### src/ext_irq_defines.svh
// register offsets, field widths and reset values for the external interrupt flag block
`ifndef EXT_IRQ_DEFINES_SVH
`define EXT_IRQ_DEFINES_SVH
`define OFS_PIN_FUNC_A 4'h0
`define OFS_PIN_FUNC_B 4'h1
`define OFS_WAKE_FUNC 4'h2
`define OFS_EDGE_SEL 4'h3
`define OFS_WAKE_EDGE 4'h4
`define OFS_EDGE_FLAGS 4'h5
`define OFS_WAKE_FLAGS 4'h6
`define OFS_IRQ_STATUS 4'h7
`define OFS_IRQ_MASK 4'h8
`define OFS_PIN_LEVEL 4'h9
`define EDGE_N 5
`define WAKE_N 8
`define RST_BYTE 8'h00
`define GUARD_CYCLES 2'h1
`define ST_EDGE_BIT 0
`define ST_WAKE_BIT 1
`endif

### src/ext_irq_pkg.sv
// types shared by the external interrupt flag block
package ext_irq_pkg;
  typedef struct packed {
    logic cyc;
    logic stb;
    logic we;
    logic [3:0] sel;
    logic [5:0] adr;
    logic [31:0] dat;
  } wb_req_t;
  typedef struct packed {
    logic ack;
    logic [31:0] dat;
  } wb_rsp_t;
endpackage : ext_irq_pkg

### src/pin_edge_flag.sv
// one gated edge detector with its sticky request flag
`timescale 1ns/1ns
module pin_edge_flag (
  // clock and reset
  input wire logic clk_i,
  input wire logic rst_i,
  // pin and controls
  input wire logic pin_i,
  input wire logic func_sel_i,
  input wire logic rise_sel_i,
  // software clear of the flag
  input wire logic clr_i,
  // flag
  output logic flag_o
);
  logic gated_ff;
  logic nxt_gated;
  logic edge_hit;
  logic flag_ff;

  // deselected pin looks high, so a switch with the pin low makes an edge
  assign nxt_gated = func_sel_i ? pin_i : 1'b1;
  assign edge_hit = rise_sel_i ? (nxt_gated & ~gated_ff) : (~nxt_gated & gated_ff);

  always_ff @(posedge clk_i) begin
    if (rst_i) begin
      gated_ff <= 1'b1;
    end else begin
      gated_ff <= nxt_gated;
    end
  end

  // set wins over clear so no edge is lost
  always_ff @(posedge clk_i) begin
    if (rst_i) begin
      flag_ff <= 1'b0;
    end else if (edge_hit) begin
      flag_ff <= 1'b1;
    end else if (clr_i) begin
      flag_ff <= 1'b0;
    end
  end

  assign flag_o = flag_ff;

  a_gate_edge_set: assert property (@(posedge clk_i) disable iff (rst_i)
    edge_hit |=> flag_o) else $error("edge did not set flag");
  a_switch_low_set: assert property (@(posedge clk_i) disable iff (rst_i)
    (!pin_i && !rise_sel_i && func_sel_i && !$past(func_sel_i)) |=> flag_o)
    else $error("function switch with low pin did not set flag");
  a_switch_high_set: assert property (@(posedge clk_i) disable iff (rst_i)
    (!pin_i && !$past(pin_i) && rise_sel_i && !func_sel_i && $past(func_sel_i)) |=> flag_o)
    else $error("function release with low pin did not set flag");
  a_no_self_clear: assert property (@(posedge clk_i) disable iff (rst_i)
    (flag_o && !clr_i) |=> flag_o) else $error("flag fell without clear");
endmodule : pin_edge_flag

### src/ext_irq_flags.sv
// external interrupt and wakeup request flags with pin function switching
//
// Contract
// function rewrite may set flag spuriously
// func 0to1, pin low, edge bit 0 sets
// func 1to0, pin low, edge bit 1 sets
// wakeup func 0to1 with pin low sets
// software clears flag after function change
// software masks, waits one instruction, clears
// clear right after function write ignored
// source may hold pins high instead
// selected pin, chosen edge sets flag
// flags clear only by software write 0
// deselected pin seen as high level
//
// Implementation choices: the Wishbone register port and the register addresses.
`timescale 1ns/1ns
`include "ext_irq_defines.svh"
module ext_irq_flags (
  // clock and reset
  input wire logic clk_i,
  input wire logic rst_i,
  // wishbone slave
  input wire ext_irq_pkg::wb_req_t wb_req_i,
  output ext_irq_pkg::wb_rsp_t wb_rsp_o,
  // pins
  input wire logic [4:0] edge_irq_pin_i,
  input wire logic [7:0] wakeup_pin_i,
  // flags and interrupt
  output logic [4:0] edge_irq_request_flags_o,
  output logic [7:0] wakeup_request_flags_o,
  output logic irq_o
);
  import ext_irq_pkg::*;

  initial begin
    if (`EDGE_N != 5 || `WAKE_N != 8) $error("unsupported pin counts");
  end

  // ----------------------------------------
  // bus decode
  // ----------------------------------------
  logic ack_ff;
  logic [31:0] rdat_ff;
  logic [31:0] nxt_rdat;
  logic [3:0] reg_idx;
  logic wr_stb;
  logic wr_lane0;
  logic [7:0] wd;

  function automatic logic hit(input logic [3:0] idx, input logic [3:0] ofs);
    hit = (idx == ofs);
  endfunction : hit

  assign reg_idx = wb_req_i.adr[5:2];
  assign wr_stb = wb_req_i.cyc & wb_req_i.stb & wb_req_i.we & ~ack_ff;
  assign wr_lane0 = wr_stb & wb_req_i.sel[0];
  assign wd = wb_req_i.dat[7:0];

  logic [3:0] pin_func_a_ff;
  logic pin_func_b_ff;
  logic [7:0] wake_func_ff;
  logic [4:0] edge_sel_ff;
  logic [7:0] wake_edge_ff;
  logic [1:0] irq_mask_ff;
  logic [1:0] guard_ff;
  logic [1:0] nxt_guard;
  logic func_wr;
  logic [7:0] wake_func_q_ff;
  logic [1:0] sts_ff;
  logic [1:0] sts_clr;

  assign func_wr = wr_lane0 & (hit(reg_idx, `OFS_PIN_FUNC_A) | hit(reg_idx, `OFS_PIN_FUNC_B)
                   | hit(reg_idx, `OFS_WAKE_FUNC));
  // a flag clear in the access right after a function write is dropped
  assign nxt_guard = func_wr ? `GUARD_CYCLES :
                     ((wb_req_i.cyc & wb_req_i.stb & ~ack_ff & guard_ff != 2'h0) ?
                      guard_ff - 2'h1 : guard_ff);

  // ----------------------------------------
  // flag clears
  // ----------------------------------------
  logic clr_ok;
  logic [4:0] edge_clr;
  logic [7:0] wake_clr;
  logic [12:0] func_vec;
  logic [12:0] rise_vec;
  logic [12:0] pin_vec;
  logic [12:0] clr_vec;
  logic [12:0] flag_vec;

  assign clr_ok = wr_lane0 & (guard_ff == 2'h0);
  // write 0 to a bit clears it, write 1 leaves it
  assign edge_clr = (clr_ok & hit(reg_idx, `OFS_EDGE_FLAGS)) ? ~wd[4:0] : 5'h00;
  assign wake_clr = (clr_ok & hit(reg_idx, `OFS_WAKE_FLAGS)) ? ~wd : 8'h00;

  assign func_vec = {wake_func_ff, pin_func_a_ff, pin_func_b_ff};
  assign rise_vec = {wake_edge_ff & wake_func_q_ff, edge_sel_ff};
  assign pin_vec = {wakeup_pin_i, edge_irq_pin_i};
  assign clr_vec = {wake_clr, edge_clr};

  genvar g;
  generate
    for (g = 0; g < 13; g = g + 1) begin : g_pin
      pin_edge_flag u_flag (
        .clk_i(clk_i),
        .rst_i(rst_i),
        .pin_i(pin_vec[g]),
        .func_sel_i(func_vec[g]),
        .rise_sel_i(rise_vec[g]),
        .clr_i(clr_vec[g]),
        .flag_o(flag_vec[g])
      );
    end
  endgenerate

  assign edge_irq_request_flags_o = flag_vec[4:0];
  assign wakeup_request_flags_o = flag_vec[12:5];

  // ----------------------------------------
  // interrupt status and mask
  // ----------------------------------------
  logic [12:0] flag_q_ff;
  logic [12:0] flag_rise;
  assign flag_rise = flag_vec & ~flag_q_ff;
  assign sts_clr = (wr_lane0 & hit(reg_idx, `OFS_IRQ_STATUS)) ? wd[1:0] : 2'h0;
  assign irq_o = |(sts_ff & irq_mask_ff);

  always_ff @(posedge clk_i) begin
    if (rst_i) begin
      flag_q_ff <= 13'h0000;
      sts_ff <= 2'h0;
    end else begin
      flag_q_ff <= flag_vec;
      sts_ff[`ST_EDGE_BIT] <= (|flag_rise[4:0]) | (sts_ff[`ST_EDGE_BIT] & ~sts_clr[0]);
      sts_ff[`ST_WAKE_BIT] <= (|flag_rise[12:5]) | (sts_ff[`ST_WAKE_BIT] & ~sts_clr[1]);
    end
  end

  // ----------------------------------------
  // control registers
  // ----------------------------------------
  always_ff @(posedge clk_i) begin
    if (rst_i) begin
      pin_func_a_ff <= 4'h0;
      pin_func_b_ff <= 1'b0;
      wake_func_ff <= `RST_BYTE;
      edge_sel_ff <= 5'h00;
      wake_edge_ff <= `RST_BYTE;
      irq_mask_ff <= 2'h0;
      guard_ff <= 2'h0;
    end else begin
      guard_ff <= nxt_guard;
      if (wr_lane0 && hit(reg_idx, `OFS_PIN_FUNC_A)) pin_func_a_ff <= wd[4:1];
      if (wr_lane0 && hit(reg_idx, `OFS_PIN_FUNC_B)) pin_func_b_ff <= wd[0];
      if (wr_lane0 && hit(reg_idx, `OFS_WAKE_FUNC)) wake_func_ff <= wd;
      if (wr_lane0 && hit(reg_idx, `OFS_EDGE_SEL)) edge_sel_ff <= wd[4:0];
      if (wr_lane0 && hit(reg_idx, `OFS_WAKE_EDGE)) wake_edge_ff <= wd;
      if (wr_lane0 && hit(reg_idx, `OFS_IRQ_MASK)) irq_mask_ff <= wd[1:0];
    end
  end

  // ----------------------------------------
  // wakeup function history
  // ----------------------------------------
  // a wakeup pin switched on while low must set its flag whatever edge it watches,
  // so its edge choice only counts from the cycle after the switch
  always_ff @(posedge clk_i) begin
    if (rst_i) begin
      wake_func_q_ff <= `RST_BYTE;
    end else begin
      wake_func_q_ff <= wake_func_ff;
    end
  end

  // ----------------------------------------
  // read data and ack
  // ----------------------------------------
  assign nxt_rdat =
    hit(reg_idx, `OFS_PIN_FUNC_A) ? {27'h0, pin_func_a_ff, 1'b0} :
    hit(reg_idx, `OFS_PIN_FUNC_B) ? {31'h0, pin_func_b_ff} :
    hit(reg_idx, `OFS_WAKE_FUNC) ? {24'h0, wake_func_ff} :
    hit(reg_idx, `OFS_EDGE_SEL) ? {27'h0, edge_sel_ff} :
    hit(reg_idx, `OFS_WAKE_EDGE) ? {24'h0, wake_edge_ff} :
    hit(reg_idx, `OFS_EDGE_FLAGS) ? {27'h0, flag_vec[4:0]} :
    hit(reg_idx, `OFS_WAKE_FLAGS) ? {24'h0, flag_vec[12:5]} :
    hit(reg_idx, `OFS_IRQ_STATUS) ? {30'h0, sts_ff} :
    hit(reg_idx, `OFS_IRQ_MASK) ? {30'h0, irq_mask_ff} :
    hit(reg_idx, `OFS_PIN_LEVEL) ? {19'h0, pin_vec} : 32'h0;

  always_ff @(posedge clk_i) begin
    if (rst_i) begin
      ack_ff <= 1'b0;
      rdat_ff <= 32'h0;
    end else begin
      ack_ff <= wb_req_i.cyc & wb_req_i.stb & ~ack_ff;
      rdat_ff <= nxt_rdat;
    end
  end

  assign wb_rsp_o.ack = ack_ff;
  assign wb_rsp_o.dat = rdat_ff;

  // ----------------------------------------
  // assertions
  // ----------------------------------------
  a_guard_blocks_clr: assert property (@(posedge clk_i) disable iff (rst_i)
    (wr_lane0 && hit(reg_idx, `OFS_EDGE_FLAGS) && guard_ff != 2'h0)
    |=> ((flag_vec[4:0] & $past(flag_vec[4:0])) == $past(flag_vec[4:0])))
    else $error("guarded clear dropped a flag");
  a_wake_switch_set: assert property (@(posedge clk_i) disable iff (rst_i)
    (wr_lane0 && hit(reg_idx, `OFS_WAKE_FUNC) && wd[0] && !wake_func_ff[0]
     && !wakeup_pin_i[0]) ##1 !wakeup_pin_i[0] |=> flag_vec[5])
    else $error("wakeup switch missed");
  a_irq_level: assert property (@(posedge clk_i) disable iff (rst_i)
    ((((|flag_rise[4:0]) && irq_mask_ff[`ST_EDGE_BIT]) ||
      ((|flag_rise[12:5]) && irq_mask_ff[`ST_WAKE_BIT]))
     && !(wr_lane0 && hit(reg_idx, `OFS_IRQ_MASK))) |=> irq_o)
    else $error("irq not raised");
  a_ack_one_cycle: assert property (@(posedge clk_i) disable iff (rst_i) // Wishbone port
    ack_ff |=> !ack_ff) else $error("ack held two cycles");
  a_guard_after_func: assert property (@(posedge clk_i) disable iff (rst_i)
    func_wr |=> (guard_ff != 2'h0)) else $error("function write left no guard");
  a_wake_clear_ok: assert property (@(posedge clk_i) disable iff (rst_i)
    (clr_ok && hit(reg_idx, `OFS_WAKE_FLAGS) && !wd[0]
     && (wake_func_ff[0] == wake_func_q_ff[0]) && $stable(wakeup_pin_i[0]))
    |=> !flag_vec[5]) else $error("wakeup flag not cleared");
  a_status_wake_set: assert property (@(posedge clk_i) disable iff (rst_i)
    (|flag_rise[12:5]) |=> sts_ff[`ST_WAKE_BIT]) else $error("wakeup status not set");
endmodule : ext_irq_flags

### config.mk
export PLATFORM = sky130hd
export DESIGN_NAME = ext_irq_flags
export DESIGN_NICKNAME = d
export VERILOG_FILES = /design/src/ext_irq_pkg.sv /design/src/pin_edge_flag.sv /design/src/ext_irq_flags.sv
export VERILOG_INCLUDE_DIRS = /design/src /design/src/src
export SDC_FILE = /design/constraint.sdc
export NUM_CORES = 1
export LEC_CHECK = 0
export ABC_AREA = 1
export BUFFER_PORTS_ARGS = -buffer_cell sky130_fd_sc_hd__buf_2
export CAP_MARGIN = 40
export CORE_MARGIN = 2
export CORE_UTILIZATION = 48
export CTS_BUF_LIST = sky130_fd_sc_hd__clkbuf_4 sky130_fd_sc_hd__clkbuf_8 sky130_fd_sc_hd__clkbuf_16
export CTS_CLUSTER_DIAMETER = 200
export DETAILED_ROUTE_END_ITERATION = 8
export PLACE_DENSITY_LB_ADDON = 0.25
export SLEW_MARGIN = 20
export SYNTH_ARGS = -nofsm -noshare
export SYNTH_HDL_FRONTEND = slang
export SYNTH_HIERARCHICAL = 1
export SYNTH_SLANG_ARGS = --single-unit
### constraint.sdc
create_clock -name clk_i -period 1.4 [get_ports clk_i]
set_input_delay 0.14 -clock clk_i [delete_from_list [all_inputs] [get_ports clk_i]]
set_output_delay 0.14 -clock clk_i [all_outputs]
set_load 0.02 [all_outputs]
==> results.md <==
* Synthesized area per cell at 6.61 µm²
* # IOs at 107
* R2R Path Start: guard_ff[1]
* Worst-path clk slew at ~0.090 ns
* Number of synthesized register bits at 93
* Postcts setup bufs at 0
* Hold Path Cell Cnt at 3
* Max-Cap Viols at 0
* GRT Overall Usage at 0.221
* Vias post-DR at ~4100
* Initial antenna violation count at 0
* Worst hold path class: input pin to flop
* Outcome: completed
* Largest net degree at the start of global routing at 26
* Clk root buf: clkbuf_8
* Skew final at 0.00929 ns
* Syn-to-layout area delta at 17.5%
* DRT Wirelength at 10700 µm
* H-Tree Depth at 3
* Commonest non-fill, non-tap cells in the layout: nand2_1, inv_1, nor2_1
* PD cells at 919 nW/µm²
* Overall die width at 99.5 µm
* RSZ-0062 raised after global routing: yes
* RePlAce Congestion at 0.897
* WP data arrival at 1.59 ns
* Vias in the first global route at 3788
* Layout cell share with drive strength beyond 1 at 0.184
* Drt via density at around 4.7
* IO buf count at 58
* Distinct cells, synth at 29
* Core area at 8760 µm²
* ANT nets after route at 0
* CP max FO at 3
* CP endpoint kind: flop
* Final nets at 807
* Seq/Total Area, Yosys at 0.425
* Ys Warns at 6
* CP startpoint: guard_ff[1]
* Routed length per instance at roughly 12 µm
* Grt ovf at 0
* DPL Wire Length at 8180 µm
* Fin. Hold Viols at 0
* Starting density of the core at 0.500
* Kind of critical path: flop to flop
* Iter 0 DRT Violations at about 170
* Clock tree sinks at 93
* FMAX at 751 MHz
* R2r setup slk at slightly below 0.07 ns
* N_diodes at 0
* # setup viols final at 0
* Tcrit/Tclk final at 0.952
* Num CTS Buffers at 9
* CTS max path bufs at 2
* CTS tree: built
* Drt drc at 0
* Min-delay src: wakeup_pin_i[3]
* First-pass GRT wire length at 17500 µm
* Leak pwr at 2.55 nW
* Most common cell after layout, fill and taps aside: nand2_1
* Drt pass-1 iters at 5
* Setup_tns at 0 ns
* Tot Pwr at 4.73 mW
* Mapped cell area at ~4400 µm²
* Crit start category: flop
* Die area at 9900 µm²
* Max-slew violations at 0
* Final worst path period need at 1.33 ns
* R2R cell count at 6
* Clock Latency Late Sink at 0.37 ns
* Core Rows at 34
* Worst Hold Path EP: g_pin[8].u_flag/gated_ff
* Peak supply drop at 0.502 mV
* R2R Path End: guard_ff[0]
* Synth Instances at 662
* Critical Path RT at ~1.7 ns
* Die height at 99.5 µm
-- cells in the mapped netlist, drive strengths merged --
master | instances | area share
a21oi | 24 | 0.027
a211oi | 2 | 0.0034
inv | 147 | 0.13
a22o | 1 | 0.0020
o22ai | 5 | 0.0071
nand3 | 33 | 0.039
ha | 1 | 0.0029
and2 | 1 | 0.0014
nor3 | 4 | 0.0046
nand4 | 2 | 0.0029
clkbuf | 6 | 0.0051
buf | 22 | 0.039
or2 | 1 | 0.0014
o21ai | 36 | 0.041
conb | 1 | 0.00086
nor2 | 128 | 0.13
a31oi | 1 | 0.0014
nand2 | 149 | 0.13
a41oi | 3 | 0.0060
xor2 | 1 | 0.0020
clkinv | 1 | 0.0011
dfxtp | 93 | 0.43
-- worst max-delay path, stage by stage (launching register included) --
cell and delay (ns):
dfxtp_1 0.34, inv_1 0.07, ha_4 0.18, or2_2 0.33
xor2_1 0.16, nor2_1 0.10, nor2_1 0.04
-- area by class of cell --
type	count	area, µm²
fill	836	3620
tap	108	135
clock inverter	6	48.8
sequential	93	1860
timing repair buffer	83	503
multi-input combinational	411	1910
inverter	148	566
clock buffer	9	124
-- sequential cells by signal (all words and copies together), names as in the netlist, 2 cells and up --
| name | cells |
|---|---|
| flag_q_ff | 13 |
| sts_ff | 2 |
| wake_func_q_ff | 8 |
| guard_ff | 2 |
| wake_func_ff | 8 |
| rdat_ff | 13 |
| wake_edge_ff | 8 |
| irq_mask_ff | 2 |
| pin_func_a_ff | 4 |
| g_pin.u_flag/flag_o | 13 |
| edge_sel_ff | 5 |
| g_pin.u_flag/gated_ff | 13 |
-- per-layer routing --
layer  track usage  vias to the layer above  routed length, µm
met5             0                        -                  0
met4        0.0769                        0                138
met3        0.0316                       12                577
met2         0.372                      114               5110
met1         0.291                     1827               4830
li1              -                     2106                  -
-- through the flow --
stage | utilization | hold slack, ns | area [µm²] | setup WS (ns) | instances
2_1_floorplan | - | 0.231 | 4450 | 0.0491 | 680
3_3_place_gp | 0.553 | 0.358 | 4840 | -0.0143 | 838
3_5_place_dp | 0.553 | 0.369 | 4840 | -0.0450 | 838
4_1_cts | 0.579 | 0.00484 | 5070 | -0.0570 | 858
5_1_grt | 0.587 | 0.0150 | 5140 | 0.00360 | 858
6_report | 0.587 | 0.00840 | 5140 | 0.0678 | 858
-- cell families after synthesis --
logic type / share of synthesized area
compound gates: 0.0886
flops: 0.425
fa+ha+maj: 0.00286
xor+xnor: 0.00200
other cells: 0.000857
buf+inv: 0.171
simple gates: 0.310
-- repair_timing --
| action | in CTS | in global routing |
|---|---|---|
| setup endpoints to repair | 21 | 34 |
| gates cloned | 0 | 0 |
| hold endpoints to repair | 7 | 0 |
| pin swaps | 0 | 3 |
| hold buffers | 5 | 0 |
| gates resized for setup | 2 | 19 |
-- where the power goes --
part / internal [mW] / leakage, nW / switching, mW
Sequential: 2.66 / 0.751 / 0.00773
Clock: 0.651 / 0.0783 / 1.00
Combinational: 0.131 / 1.72 / 0.279
Total: 3.44 / 2.55 / 1.29
-- worst max path at each step --
stage                              end  slack (ns)
2_1_floorplan   g_pin[1].u_flag/flag_o        0.05
3_3_place_gp    g_pin[7].u_flag/flag_o       -0.01
3_5_place_dp    g_pin[7].u_flag/flag_o       -0.05
4_1_cts         g_pin[7].u_flag/flag_o       -0.06
5_1_grt        g_pin[10].u_flag/flag_o       0.004
6_report                   guard_ff[0]        0.07
Note: power is estimated with default switching activity, not from simulation.
